$ cat config.mk
export PLATFORM = sky130hd
export DESIGN_NAME = sadc_ctrl
export DESIGN_NICKNAME = d
export VERILOG_FILES = /design/src/sadc_pkg.sv /design/src/sadc_tick_if.sv /design/src/sadc_tick.sv /design/src/sadc_ctrl.sv
export SDC_FILE = /design/constraint.sdc
export NUM_CORES = 1
export LEC_CHECK = 0
export ABC_AREA = 1
export BUFFER_PORTS_ARGS = -buffer_cell sky130_fd_sc_hd__buf_2
export CAP_MARGIN = 10
export CORE_MARGIN = 4
export CORE_UTILIZATION = 49
export CTS_BUF_LIST = sky130_fd_sc_hd__clkbuf_2
export DETAILED_ROUTE_END_ITERATION = 10
export HOLD_SLACK_MARGIN = 0.03
export PLACE_DENSITY = 0.78
export SLEW_MARGIN = 10
export SYNTH_ARGS = -nofsm -noshare
export SYNTH_HDL_FRONTEND = slang
export SYNTH_SLANG_ARGS = --single-unit
$ cat constraint.sdc
create_clock -name core_clk -period 1.6 [get_ports core_clk]
set_input_delay 0.16 -clock core_clk [delete_from_list [all_inputs] [get_ports core_clk]]
set_output_delay 0.16 -clock core_clk [all_outputs]
set_load 0.01 [all_outputs]
$ cat src/sadc_pkg.sv
// Functional notes
// - Mode bit 3 of mode/status nibble: 0 continuous, 1 single; resets 0.
// - Continuous mode resolves eight bits by successive approximation, MSB first.
// - Single mode drives data register into DAC for one comparison.
// - Two-bit channel field picks analog input 0 to 3; resets 0.
// - STOP clears the data register to zero.
// - HALT never interrupts a running conversion or comparison.
// - STOP aborts, cuts reference current, stays idle until restarted.
// - Continuous mode: reference current on from start until done sets.
// - Single mode: reference current on from start until compare flag written.
// - Comparator 1 when input above DAC; stored to bit or compare flag.
// - Done flag sets at continuous end, clears on any start, resets 0.
// - Compare flag valid from third instruction after start until next start.
// - Compare flag follows intermediate decisions in continuous mode.
// - Writing 1 to start bit starts operation; bit always reads 0.
// - Single mode data register write starts a comparison by itself.
// - Data register at 04h; buffer write loads only low eight bits.
// - Register read puts data in low byte; upper buffer byte unchanged.
// - Sample-hold stays in hold during the whole conversion.
// - Conversion within 25 instruction times; three per bit, MSB first.
// - With mode bit 0, data register writes are ignored.
// - Compare flag cleared by reset and by a data register write in single mode.
package sadc_pkg;
  localparam logic [7:0] DATA_ADDR   = 8'h04;
  localparam logic [7:0] START_ADDR  = 8'h20;
  localparam logic [7:0] MODE_ADDR   = 8'h21;
  localparam logic [7:0] CHAN_ADDR   = 8'h22;
  localparam int         START_BIT   = 0;
  localparam int         DONE_BIT    = 0;
  localparam int         CMP_BIT     = 1;
  localparam int         MODE_BIT    = 3;
  localparam logic [7:0] DATA_RST    = 8'h00;
  localparam logic [1:0] CHAN_RST    = 2'h0;
  localparam int         RES_BITS    = 8;
  // Instruction time in core clocks, and instruction times per bit
  localparam int         INSTR_CYC   = 4;
  localparam int         INSTR_PER_BIT = 3;
  localparam int         CMP_INSTR   = 2;
  typedef enum logic [1:0] {
    SADC_IDLE = 2'b00,
    SADC_CONV = 2'b01,
    SADC_CMP  = 2'b10
  } sadc_state_t;
endpackage : sadc_pkg

$ cat src/sadc_tick_if.sv
`timescale 1ns/10ps
// Instruction-time tick between divider and sequencer
interface sadc_tick_if;
  logic clr;
  logic tick;
  modport src (input clr, output tick);
  modport dst (output clr, input tick);
endinterface : sadc_tick_if

$ cat src/sadc_tick.sv
`timescale 1ns/10ps
// Divider giving one pulse per instruction time, restartable
module sadc_tick #(
  parameter int DIV = sadc_pkg::INSTR_CYC
) (
  // Clock and reset
  input wire logic   core_clk,
  input wire logic   rst_b,
  // Tick carrier
  sadc_tick_if.src   tk
);
  logic [7:0] cnt_r;
  logic [7:0] cnt_nxt;
  initial begin
    if (DIV < 1 || DIV > 255) $error("sadc_tick: DIV out of range");
  end
  // Count down, reload on clear or wrap
  always_comb begin
    if (tk.clr || cnt_r == 8'h00) begin
      cnt_nxt = 8'(DIV - 1);
    end else begin
      cnt_nxt = cnt_r - 8'h01;
    end
  end
  always_ff @(posedge core_clk or negedge rst_b) begin
    if (!rst_b) begin
      cnt_r <= 8'h00;
    end else begin
      cnt_r <= cnt_nxt;
    end
  end
  assign tk.tick = !tk.clr && (cnt_r == 8'h00);
endmodule : sadc_tick

$ cat src/sadc_ctrl.sv
`timescale 1ns/10ps
// Successive-approximation converter control
module sadc_ctrl #(
  parameter int INSTR_CYC = sadc_pkg::INSTR_CYC
) (
  // Clock and reset
  input  wire logic        core_clk,
  input  wire logic        rst_b,
  // Control nibble access
  input  wire logic [7:0]  ctl_addr,
  input  wire logic        ctl_wr,
  input  wire logic [3:0]  ctl_wdata,
  output logic      [3:0]  ctl_rdata,
  // Data register transfer
  input  wire logic        peripheral_write_instr,
  input  wire logic        peripheral_read_instr,
  input  wire logic [7:0]  per_addr,
  input  wire logic [15:0] transfer_buffer,
  output logic      [15:0] transfer_buffer_rd,
  // Power modes
  input  wire logic        halt_exec,
  input  wire logic        stop_exec,
  // Analog front end
  input  wire logic        cmp_in,
  output logic      [7:0]  dac_code,
  output logic             ref_cur_en,
  output logic             sh_hold,
  output logic      [1:0]  chan_sel
);

  // Instruction-time tick carrier between divider and sequencer
  sadc_tick_if tk ();

  // Refuse timing figures that the 8-bit divider or the two-bit phase counter cannot hold, and any result width but 8 bits
  if (INSTR_CYC < 1 || INSTR_CYC > 255) begin : g_bad_cyc
    $error("sadc_ctrl: INSTR_CYC out of range");
  end
  if (sadc_pkg::INSTR_PER_BIT < 1 || sadc_pkg::INSTR_PER_BIT > 4)
  begin : g_bad_bit
    $error("sadc_ctrl: INSTR_PER_BIT out of range");
  end
  if (sadc_pkg::CMP_INSTR < 1 || sadc_pkg::CMP_INSTR > 4) begin : g_bad_cmp
    $error("sadc_ctrl: CMP_INSTR out of range");
  end
  if (sadc_pkg::RES_BITS != 8) begin : g_bad_res
    $error("sadc_ctrl: only an 8-bit result is served");
  end

  // Last phase index of a bit and of a single comparison
  localparam logic [1:0] BIT_LAST = 2'(sadc_pkg::INSTR_PER_BIT - 1);
  localparam logic [1:0] CMP_LAST = 2'(sadc_pkg::CMP_INSTR - 1);

  // Sequencer state
  sadc_pkg::sadc_state_t state_r;
  sadc_pkg::sadc_state_t state_nxt;
  logic [7:0]            data_r;
  logic [7:0]            data_nxt;
  logic [7:0]            trial_r;
  logic [7:0]            trial_nxt;
  logic [1:0]            phase_r;
  logic [1:0]            phase_nxt;
  logic                  done_r;
  logic                  done_nxt;
  logic                  cmp_r;
  logic                  cmp_nxt;

  // Control nibble state
  logic                  mode_r;
  logic                  mode_nxt;
  logic [1:0]            chan_r;
  logic [1:0]            chan_nxt;

  // Read path state
  logic [3:0]            rdata_r;
  logic [3:0]            rdata_nxt;
  logic [15:0]           tbrd_r;
  logic [15:0]           tbrd_nxt;

  // Decoded requests
  logic                  start_req;
  logic                  mode_wr;
  logic                  chan_wr;
  logic                  data_wr;
  logic                  data_rd;
  logic                  go_conv;
  logic                  go_cmp;

  // Divider that paces the sequencer one instruction time per tick
  sadc_tick #(
    .DIV (INSTR_CYC)
  ) u_tick (
    .core_clk (core_clk),
    .rst_b    (rst_b),
    .tk       (tk.src)
  );

  // Request decode from the control nibble and transfer strobes
  assign start_req = ctl_wr && (ctl_addr == sadc_pkg::START_ADDR)
                     && ctl_wdata[sadc_pkg::START_BIT];
  assign mode_wr   = ctl_wr && (ctl_addr == sadc_pkg::MODE_ADDR);
  assign chan_wr   = ctl_wr && (ctl_addr == sadc_pkg::CHAN_ADDR);
  assign data_wr   = peripheral_write_instr
                     && (per_addr == sadc_pkg::DATA_ADDR);
  assign data_rd   = peripheral_read_instr
                     && (per_addr == sadc_pkg::DATA_ADDR);

  // Start of an operation; STOP always wins over a start
  assign go_conv = start_req && !mode_r && !stop_exec;
  assign go_cmp  = (start_req || data_wr) && mode_r
                   && !stop_exec;

  // Divider restarts with every operation so each bit gets full time
  assign tk.clr = go_conv || go_cmp;

  // Sequencer next state: conversion, single compare, stop
  // HALT is deliberately not decoded here, so an operation runs on
  always_comb begin
    state_nxt = state_r;
    data_nxt  = data_r;
    trial_nxt = trial_r;
    phase_nxt = phase_r;
    done_nxt  = done_r;
    cmp_nxt   = cmp_r;
    if (stop_exec) begin
      // Abort, cut reference current, clear the data register
      state_nxt = sadc_pkg::SADC_IDLE;
      data_nxt  = 8'h00;
      trial_nxt = 8'h00;
      phase_nxt = 2'h0;
    end else if (go_conv) begin
      // First trial: most significant bit set, rest cleared
      state_nxt = sadc_pkg::SADC_CONV;
      data_nxt  = 8'h80;
      trial_nxt = 8'h80;
      phase_nxt = 2'h0;
      done_nxt  = 1'b0;
    end else if (go_cmp) begin
      // Single compare of the data register against the input
      state_nxt = sadc_pkg::SADC_CMP;
      phase_nxt = 2'h0;
      done_nxt  = 1'b0;
      if (data_wr) begin
        data_nxt = transfer_buffer[7:0];
        cmp_nxt  = 1'b0;
      end
    end else begin
      case (state_r)
        sadc_pkg::SADC_IDLE: begin
          // Data writes land only in single mode
          phase_nxt = 2'h0;
        end
        sadc_pkg::SADC_CONV: begin
          if (tk.tick) begin
            if (phase_r == BIT_LAST) begin
              // Decision: keep trial bit if input above code
              cmp_nxt = cmp_in;
              if (!cmp_in) begin
                data_nxt = data_r & ~trial_r;
              end
              phase_nxt = 2'h0;
              trial_nxt = trial_r >> 1;
              if (trial_r == 8'h01) begin
                state_nxt = sadc_pkg::SADC_IDLE;
                done_nxt  = 1'b1;
              end else begin
                // Next trial bit on top of decided bits
                data_nxt = (cmp_in ? data_r : (data_r & ~trial_r))
                           | (trial_r >> 1);
              end
            end else begin
              phase_nxt = phase_r + 2'h1;
            end
          end
        end
        sadc_pkg::SADC_CMP: begin
          if (tk.tick) begin
            if (phase_r == CMP_LAST) begin
              cmp_nxt   = cmp_in;
              state_nxt = sadc_pkg::SADC_IDLE;
              phase_nxt = 2'h0;
            end else begin
              phase_nxt = phase_r + 2'h1;
            end
          end
        end
        default: begin
          state_nxt = sadc_pkg::SADC_IDLE;
        end
      endcase
    end
  end

  // Sequencer registers
  always_ff @(posedge core_clk or negedge rst_b) begin
    if (!rst_b) begin
      state_r <= sadc_pkg::SADC_IDLE;
      data_r  <= sadc_pkg::DATA_RST;
      trial_r <= 8'h00;
      phase_r <= 2'h0;
      done_r  <= 1'b0;
      cmp_r   <= 1'b0;
    end else begin
      state_r <= state_nxt;
      data_r  <= data_nxt;
      trial_r <= trial_nxt;
      phase_r <= phase_nxt;
      done_r  <= done_nxt;
      cmp_r   <= cmp_nxt;
    end
  end

  // Control nibble next values: mode bit and channel field
  always_comb begin
    mode_nxt = mode_r;
    chan_nxt = chan_r;
    if (mode_wr) begin
      mode_nxt = ctl_wdata[sadc_pkg::MODE_BIT];
    end
    if (chan_wr) begin
      chan_nxt = ctl_wdata[1:0];
    end
  end

  // Control nibble registers
  always_ff @(posedge core_clk or negedge rst_b) begin
    if (!rst_b) begin
      mode_r <= 1'b0;
      chan_r <= sadc_pkg::CHAN_RST;
    end else begin
      mode_r <= mode_nxt;
      chan_r <= chan_nxt;
    end
  end

  // Read path next values: nibble mux and buffer merge
  always_comb begin
    case (ctl_addr)
      sadc_pkg::START_ADDR: begin
        rdata_nxt = 4'h0;
      end
      sadc_pkg::MODE_ADDR: begin
        rdata_nxt = {mode_r, 1'b0, cmp_r, done_r};
      end
      sadc_pkg::CHAN_ADDR: begin
        rdata_nxt = {2'b00, chan_r};
      end
      default: begin
        rdata_nxt = 4'h0;
      end
    endcase
    if (data_rd) begin
      // Upper buffer byte passes through untouched
      tbrd_nxt = {transfer_buffer[15:8], data_r};
    end else begin
      tbrd_nxt = transfer_buffer;
    end
  end

  // Read path registers
  always_ff @(posedge core_clk or negedge rst_b) begin
    if (!rst_b) begin
      rdata_r <= 4'h0;
      tbrd_r  <= 16'h0000;
    end else begin
      rdata_r <= rdata_nxt;
      tbrd_r  <= tbrd_nxt;
    end
  end

  // Outputs; reference current and hold follow any busy state
  assign dac_code           = data_r;
  assign ref_cur_en         = (state_r != sadc_pkg::SADC_IDLE);
  assign sh_hold            = (state_r != sadc_pkg::SADC_IDLE);
  assign chan_sel           = chan_r;
  assign ctl_rdata          = rdata_r;
  assign transfer_buffer_rd = tbrd_r;

endmodule : sadc_ctrl

# Word level (Yosys, flattened, before mapping)
# Index checks and enable logic that the tools add are counted.
# totals
output_inout_bits	32
reg_bits	53
in_bits	44
elab_cells	126
# classes
reduce_logical	38
bitwise	5
n_addsub	2
eq_ne	22
n_mux	48
# ops
operator	count
$mux W8	17
$mux W2	15
$ne A5 B5 Y1 const B	5
$eq A8 B6 Y1 const B	3
$reduce_bool A3 Y1	8
$ne A3 B3 Y1 const B	5
$mux W1	12
$pmux W2 S3	2
$reduce_bool A4 Y1	3
$logic_and A1 B1 Y1	11
$and A8 B8 Y8	1
$eq A8 B1 Y1 const B	1
$eq A8 B3 Y1 const B	1
$logic_not A8 Y1	1
$ne A4 B4 Y1 const B	2
$not A8 Y8	1
$or A8 B7 Y8	1
$pmux W4 S2	1
$reduce_and A4 Y1	2
$reduce_and A8 Y1	1
$sub A8 B1 Y8 const B	1
$reduce_and A6 Y1	1
$reduce_bool A6 Y1	1
$reduce_and A5 Y1	1
other kinds (11)	18

# Logic depth before layout (Yosys ltp)
# depth
word_depth	14
depth_mapped	13
mapped_depth_nobuf	12

# Cells and area by module
# Synthesis repeated with hierarchy kept, for this count alone.
# unflattened
cells_unflattened	315
hier_area_um2	2675.1
# modules_own_cells
mod	area_each_um2	instances	cells_per_inst	seq_area_each_um2
sadc_ctrl	2213.4	1	261	1101.1
sadc_tick	461.7	1	54	200.2

# Worst setup path before layout
# Ideal clock, no wire load.
# synth_timing
kind	flip-flop to flip-flop
from	register u_tick.cnt_r[0]
to	register data_r[0], in the netlist dac_code[0]
t_required_ns	1.480
arrival_time_ns	1.381
synth_period_minus_slack_ns	1.501
setup_slack_ns	0.099
path_stages_with_launch	11
setup_ns	0.120
path_buffers	1
path_cell_list	dfrtp_1 inv_1 ha_1 nand3_1 nor2_1 inv_1 nand2_2 nand2_8 buf_12 nand2_2 o21ai_2
# synth_between
elab_chain_cells	4
# synth_rtl
element	line_no	source
from (decl)	sadc_tick.sv:12	logic [7:0] cnt_r;
from (signal assigned)	sadc_tick.sv:29	cnt_r <= cnt_nxt;
$logic_not A8 Y1	sadc_tick.sv:32	assign tk.tick = !tk.clr && (cnt_r == 8'h00);
$logic_and A1 B1 Y1	sadc_tick.sv:32	
$reduce_bool A4 Y1 (no line)	--	
$reduce_and A4 Y1 (no line)	--	
to (signal assigned)	sadc_ctrl.sv:197	data_r <= sadc_pkg::DATA_RST;
to (signal assigned)	sadc_ctrl.sv:204	data_r <= data_nxt;
to (decl)	sadc_ctrl.sv:56	logic [7:0] data_r;
# No other way between the ends.
# A chain may end at the register's enable or synchronous reset.

# Final worst setup path
# layout_timing
from	register u_tick.cnt_r[0]
to	register data_r[7], in the netlist dac_code[7]
# The elaborated chain is that of the path after synthesis.

==> results.json <==
{
  "routed_wl_mm": 6.31,
  "n_antenna_cell": 0,
  "hold_depth": 3,
  "layout_common_cells": "buf_2, nand2_1, dfrtp_1",
  "crit_start": "u_tick.cnt_r[0]",
  "worstHoldPathType": "in -> reg",
  "finalNonFillerCells": 486,
  "rrSetupSlack_ns": 0.04,
  "finalCritPeriodShare": 0.972,
  "worst-setup-path-type": "reg -> reg",
  "finalCriticalPeriod_ns": 1.56,
  "synth_edf_count": 0,
  "dpl_cell_area_um2": 3270,
  "cp-end-kind": "register",
  "worstPathArrival_ns": 1.91,
  "place_hpwl_mm": 4.56,
  "clk_latency_ns": 0.45,
  "cts.sinks": 52,
  "clk_pin_slew_ns": 0.24,
  "ff_latch_area_um2": 1300,
  "antenna_left": 0,
  "cp-start-kind": "register",
  "setup_viol_count_final": 0,
  "start_util": 0.508,
  "nFillCells": 464,
  "r2r_cells": 9,
  "cts_buffers": 5,
  "ys_ff_latch": 52,
  "placedCellCount": 455,
  "p_total_uw": 2860,
  "grt_overflow_total": 0,
  "grt_pass1_wl_mm": 10.8,
  "synthArstFlopShare": 1.00,
  "drive_above_1_share": 0.384,
  "grt_usage": 0.188,
  "yosysSeqAreaShare": 0.463,
  "r2r-end": "dac_code[7]",
  "irDropWorstVdd_v": 0.000511,
  "yosys_warnings": 0,
  "skew_ns": 0.0284,
  "synth.cell_area_um2": 2810,
  "leakagePower_uw": 0.00182,
  "status": "finished clean",
  "slew_violations": 0,
  "clockRootBuffer": "clkbuf_2",
  "port_buffers": 72,
  "synthCells": 312,
  "clk_path_buf_depth": 2,
  "grt_max_degree": 53,
  "fp-row-count": 27,
  "avgSynthCellArea_um2": 9.02,
  "crit_path_end": "dac_code[7]",
  "drc_errors": 0,
  "die_h_um": 83.8,
  "reg2reg_from": "u_tick.cnt_r[0]",
  "final_common_cell": "buf_2",
  "critPathMaxFanout": 4,
  "cts_tree": "done",
  "fmax_ghz": 0.643,
  "place.gp.congestion": 0.828,
  "io_pins": 76,
  "antenna_found_initial": 0,
  "htree_num_levels": 2,
  "core-area_um2": 5540,
  "vias": 2393,
  "crit_required_ns": 1.96,
  "die_area_um2": 7020,
  "cap_violations": 0,
  "power_density_nw_per_um2": 792,
  "multi_input_area_um2": 1360,
  "fin_util": 0.651,
  "hold_viol": 0,
  "syn_nets": 361,
  "grt_pass1_vias": 2384,
  "synth-main-ff-cell": "dfrtp_1",
  "synth.distinct_cells": 36,
  "drtIter0Drc": 93,
  "drt-pass1-iter-count": 4,
  "grt_setup_unrepaired": "true",
  "whs_ns": 0.0623,
  "vias_per_cell": 4.92,
  "die_w_um": 83.8,
  "nets": 462,
  "finalInstanceArea_um2": 3610,
  "drt-wirelength-per-cell_um": 13.0,
  "area_growth_pct": 28.2
}
cell families after synthesis:
logic type                 count (synthesis)  synth area share
and+or+nand+nor                          159             0.292
DFF                                       52             0.463
buffers and inverters                     41            0.0698
AOI/OAI and AO/OA                         39            0.0970
muxes                                      9            0.0360
xor gates and xnor gates                   6            0.0187
adders and majority gates                  5            0.0222
other                                      1           0.00133
cells in the mapped netlist (all sizes together) (2+ instances only):
master,count,area (um^2)
mux2,9,101
inv,35,136
o21ai,21,158
o211ai,7,52.6
nor2,38,189
nand3,19,125
buf,6,60.1
and2,2,12.5
nand2,87,420
nand4,6,37.5
dfrtp,52,1300
xor2,5,43.8
ha,5,62.6
a21oi,9,48.8
nor3,5,25.0
stage by stage:
stage	setup WS [ns]	setup TNS (ns)
6_report	0.0444	0
5_1_grt	-0.0598	-0.612
4_1_cts	0.0114	0
3_5_place_dp	0.0457	0
3_3_place_gp	0.109	0
2_1_floorplan	0.0992	0
critical path: stages (launching register included):
cell	delay (ns)
dfrtp_1	0.43
inv_1	0.10
ha_1	0.18
nand3_1	0.10
nor2_2	0.15
inv_1	0.12
nand2_2	0.15
nand3_1	0.13
nand2_1	0.08
o21ai_1	0.06
metal layers:
metal  vias up  track usage  routed length (um)
met5         -            0                   0
met4         0       0.0614                 102
met3         9       0.0336                 302
met2        65        0.338                3390
met1      1111        0.227                2520
li1       1208            -                   -
how the worst min path moves through the flow:
stage                  from                     end  slack [ns]
4_1_cts        ctl_wdata[0]             chan_sel[0]        0.04
3_3_place_gp          rst_b   transfer_buffer_rd[9]        0.17
2_1_floorplan         rst_b             chan_sel[0]       -0.14
5_1_grt         ctl_addr[0]            ctl_rdata[3]        0.04
6_report       ctl_wdata[0]             chan_sel[0]        0.06
3_5_place_dp          rst_b  transfer_buffer_rd[10]        0.17
state kept, by name, summed over array words and instances (netlist names):
| register | cells |
|---|---|
| state_r | 2 |
| u_tick.cnt_r | 8 |
| mode_r | 1 |
| chan_sel | 2 |
| cmp_r | 1 |
| transfer_buffer_rd | 16 |
| trial_r | 8 |
| phase_r | 2 |
| done_r | 1 |
| dac_code | 8 |
| ctl_rdata | 3 |
final cells by class:
cell class / count / area share
clock buffers: 6 / 0.00833
clock inverters: 2 / 0.0108
flip-flops and latches: 52 / 0.361
well taps: 72 / 0.0250
inverters: 35 / 0.0385
multi-input cells: 219 / 0.376
repair buffers: 100 / 0.180
where the power goes:
group          switching [uW]  total, uW  internal, uW
Clock                     420        697           277
Combinational             354        627           272
Sequential               89.8       1530          1440
repair_timing:
item / in CTS / in global routing
resized for setup: 1 / 14
setup endpoints to repair: 2 / 24
pin swaps: 0 / 3
hold buffers: 21 / 0
setup buffers: 0 / 2
hold endpoints to repair: 79 / 0
(Power assumes the default switching activity.)
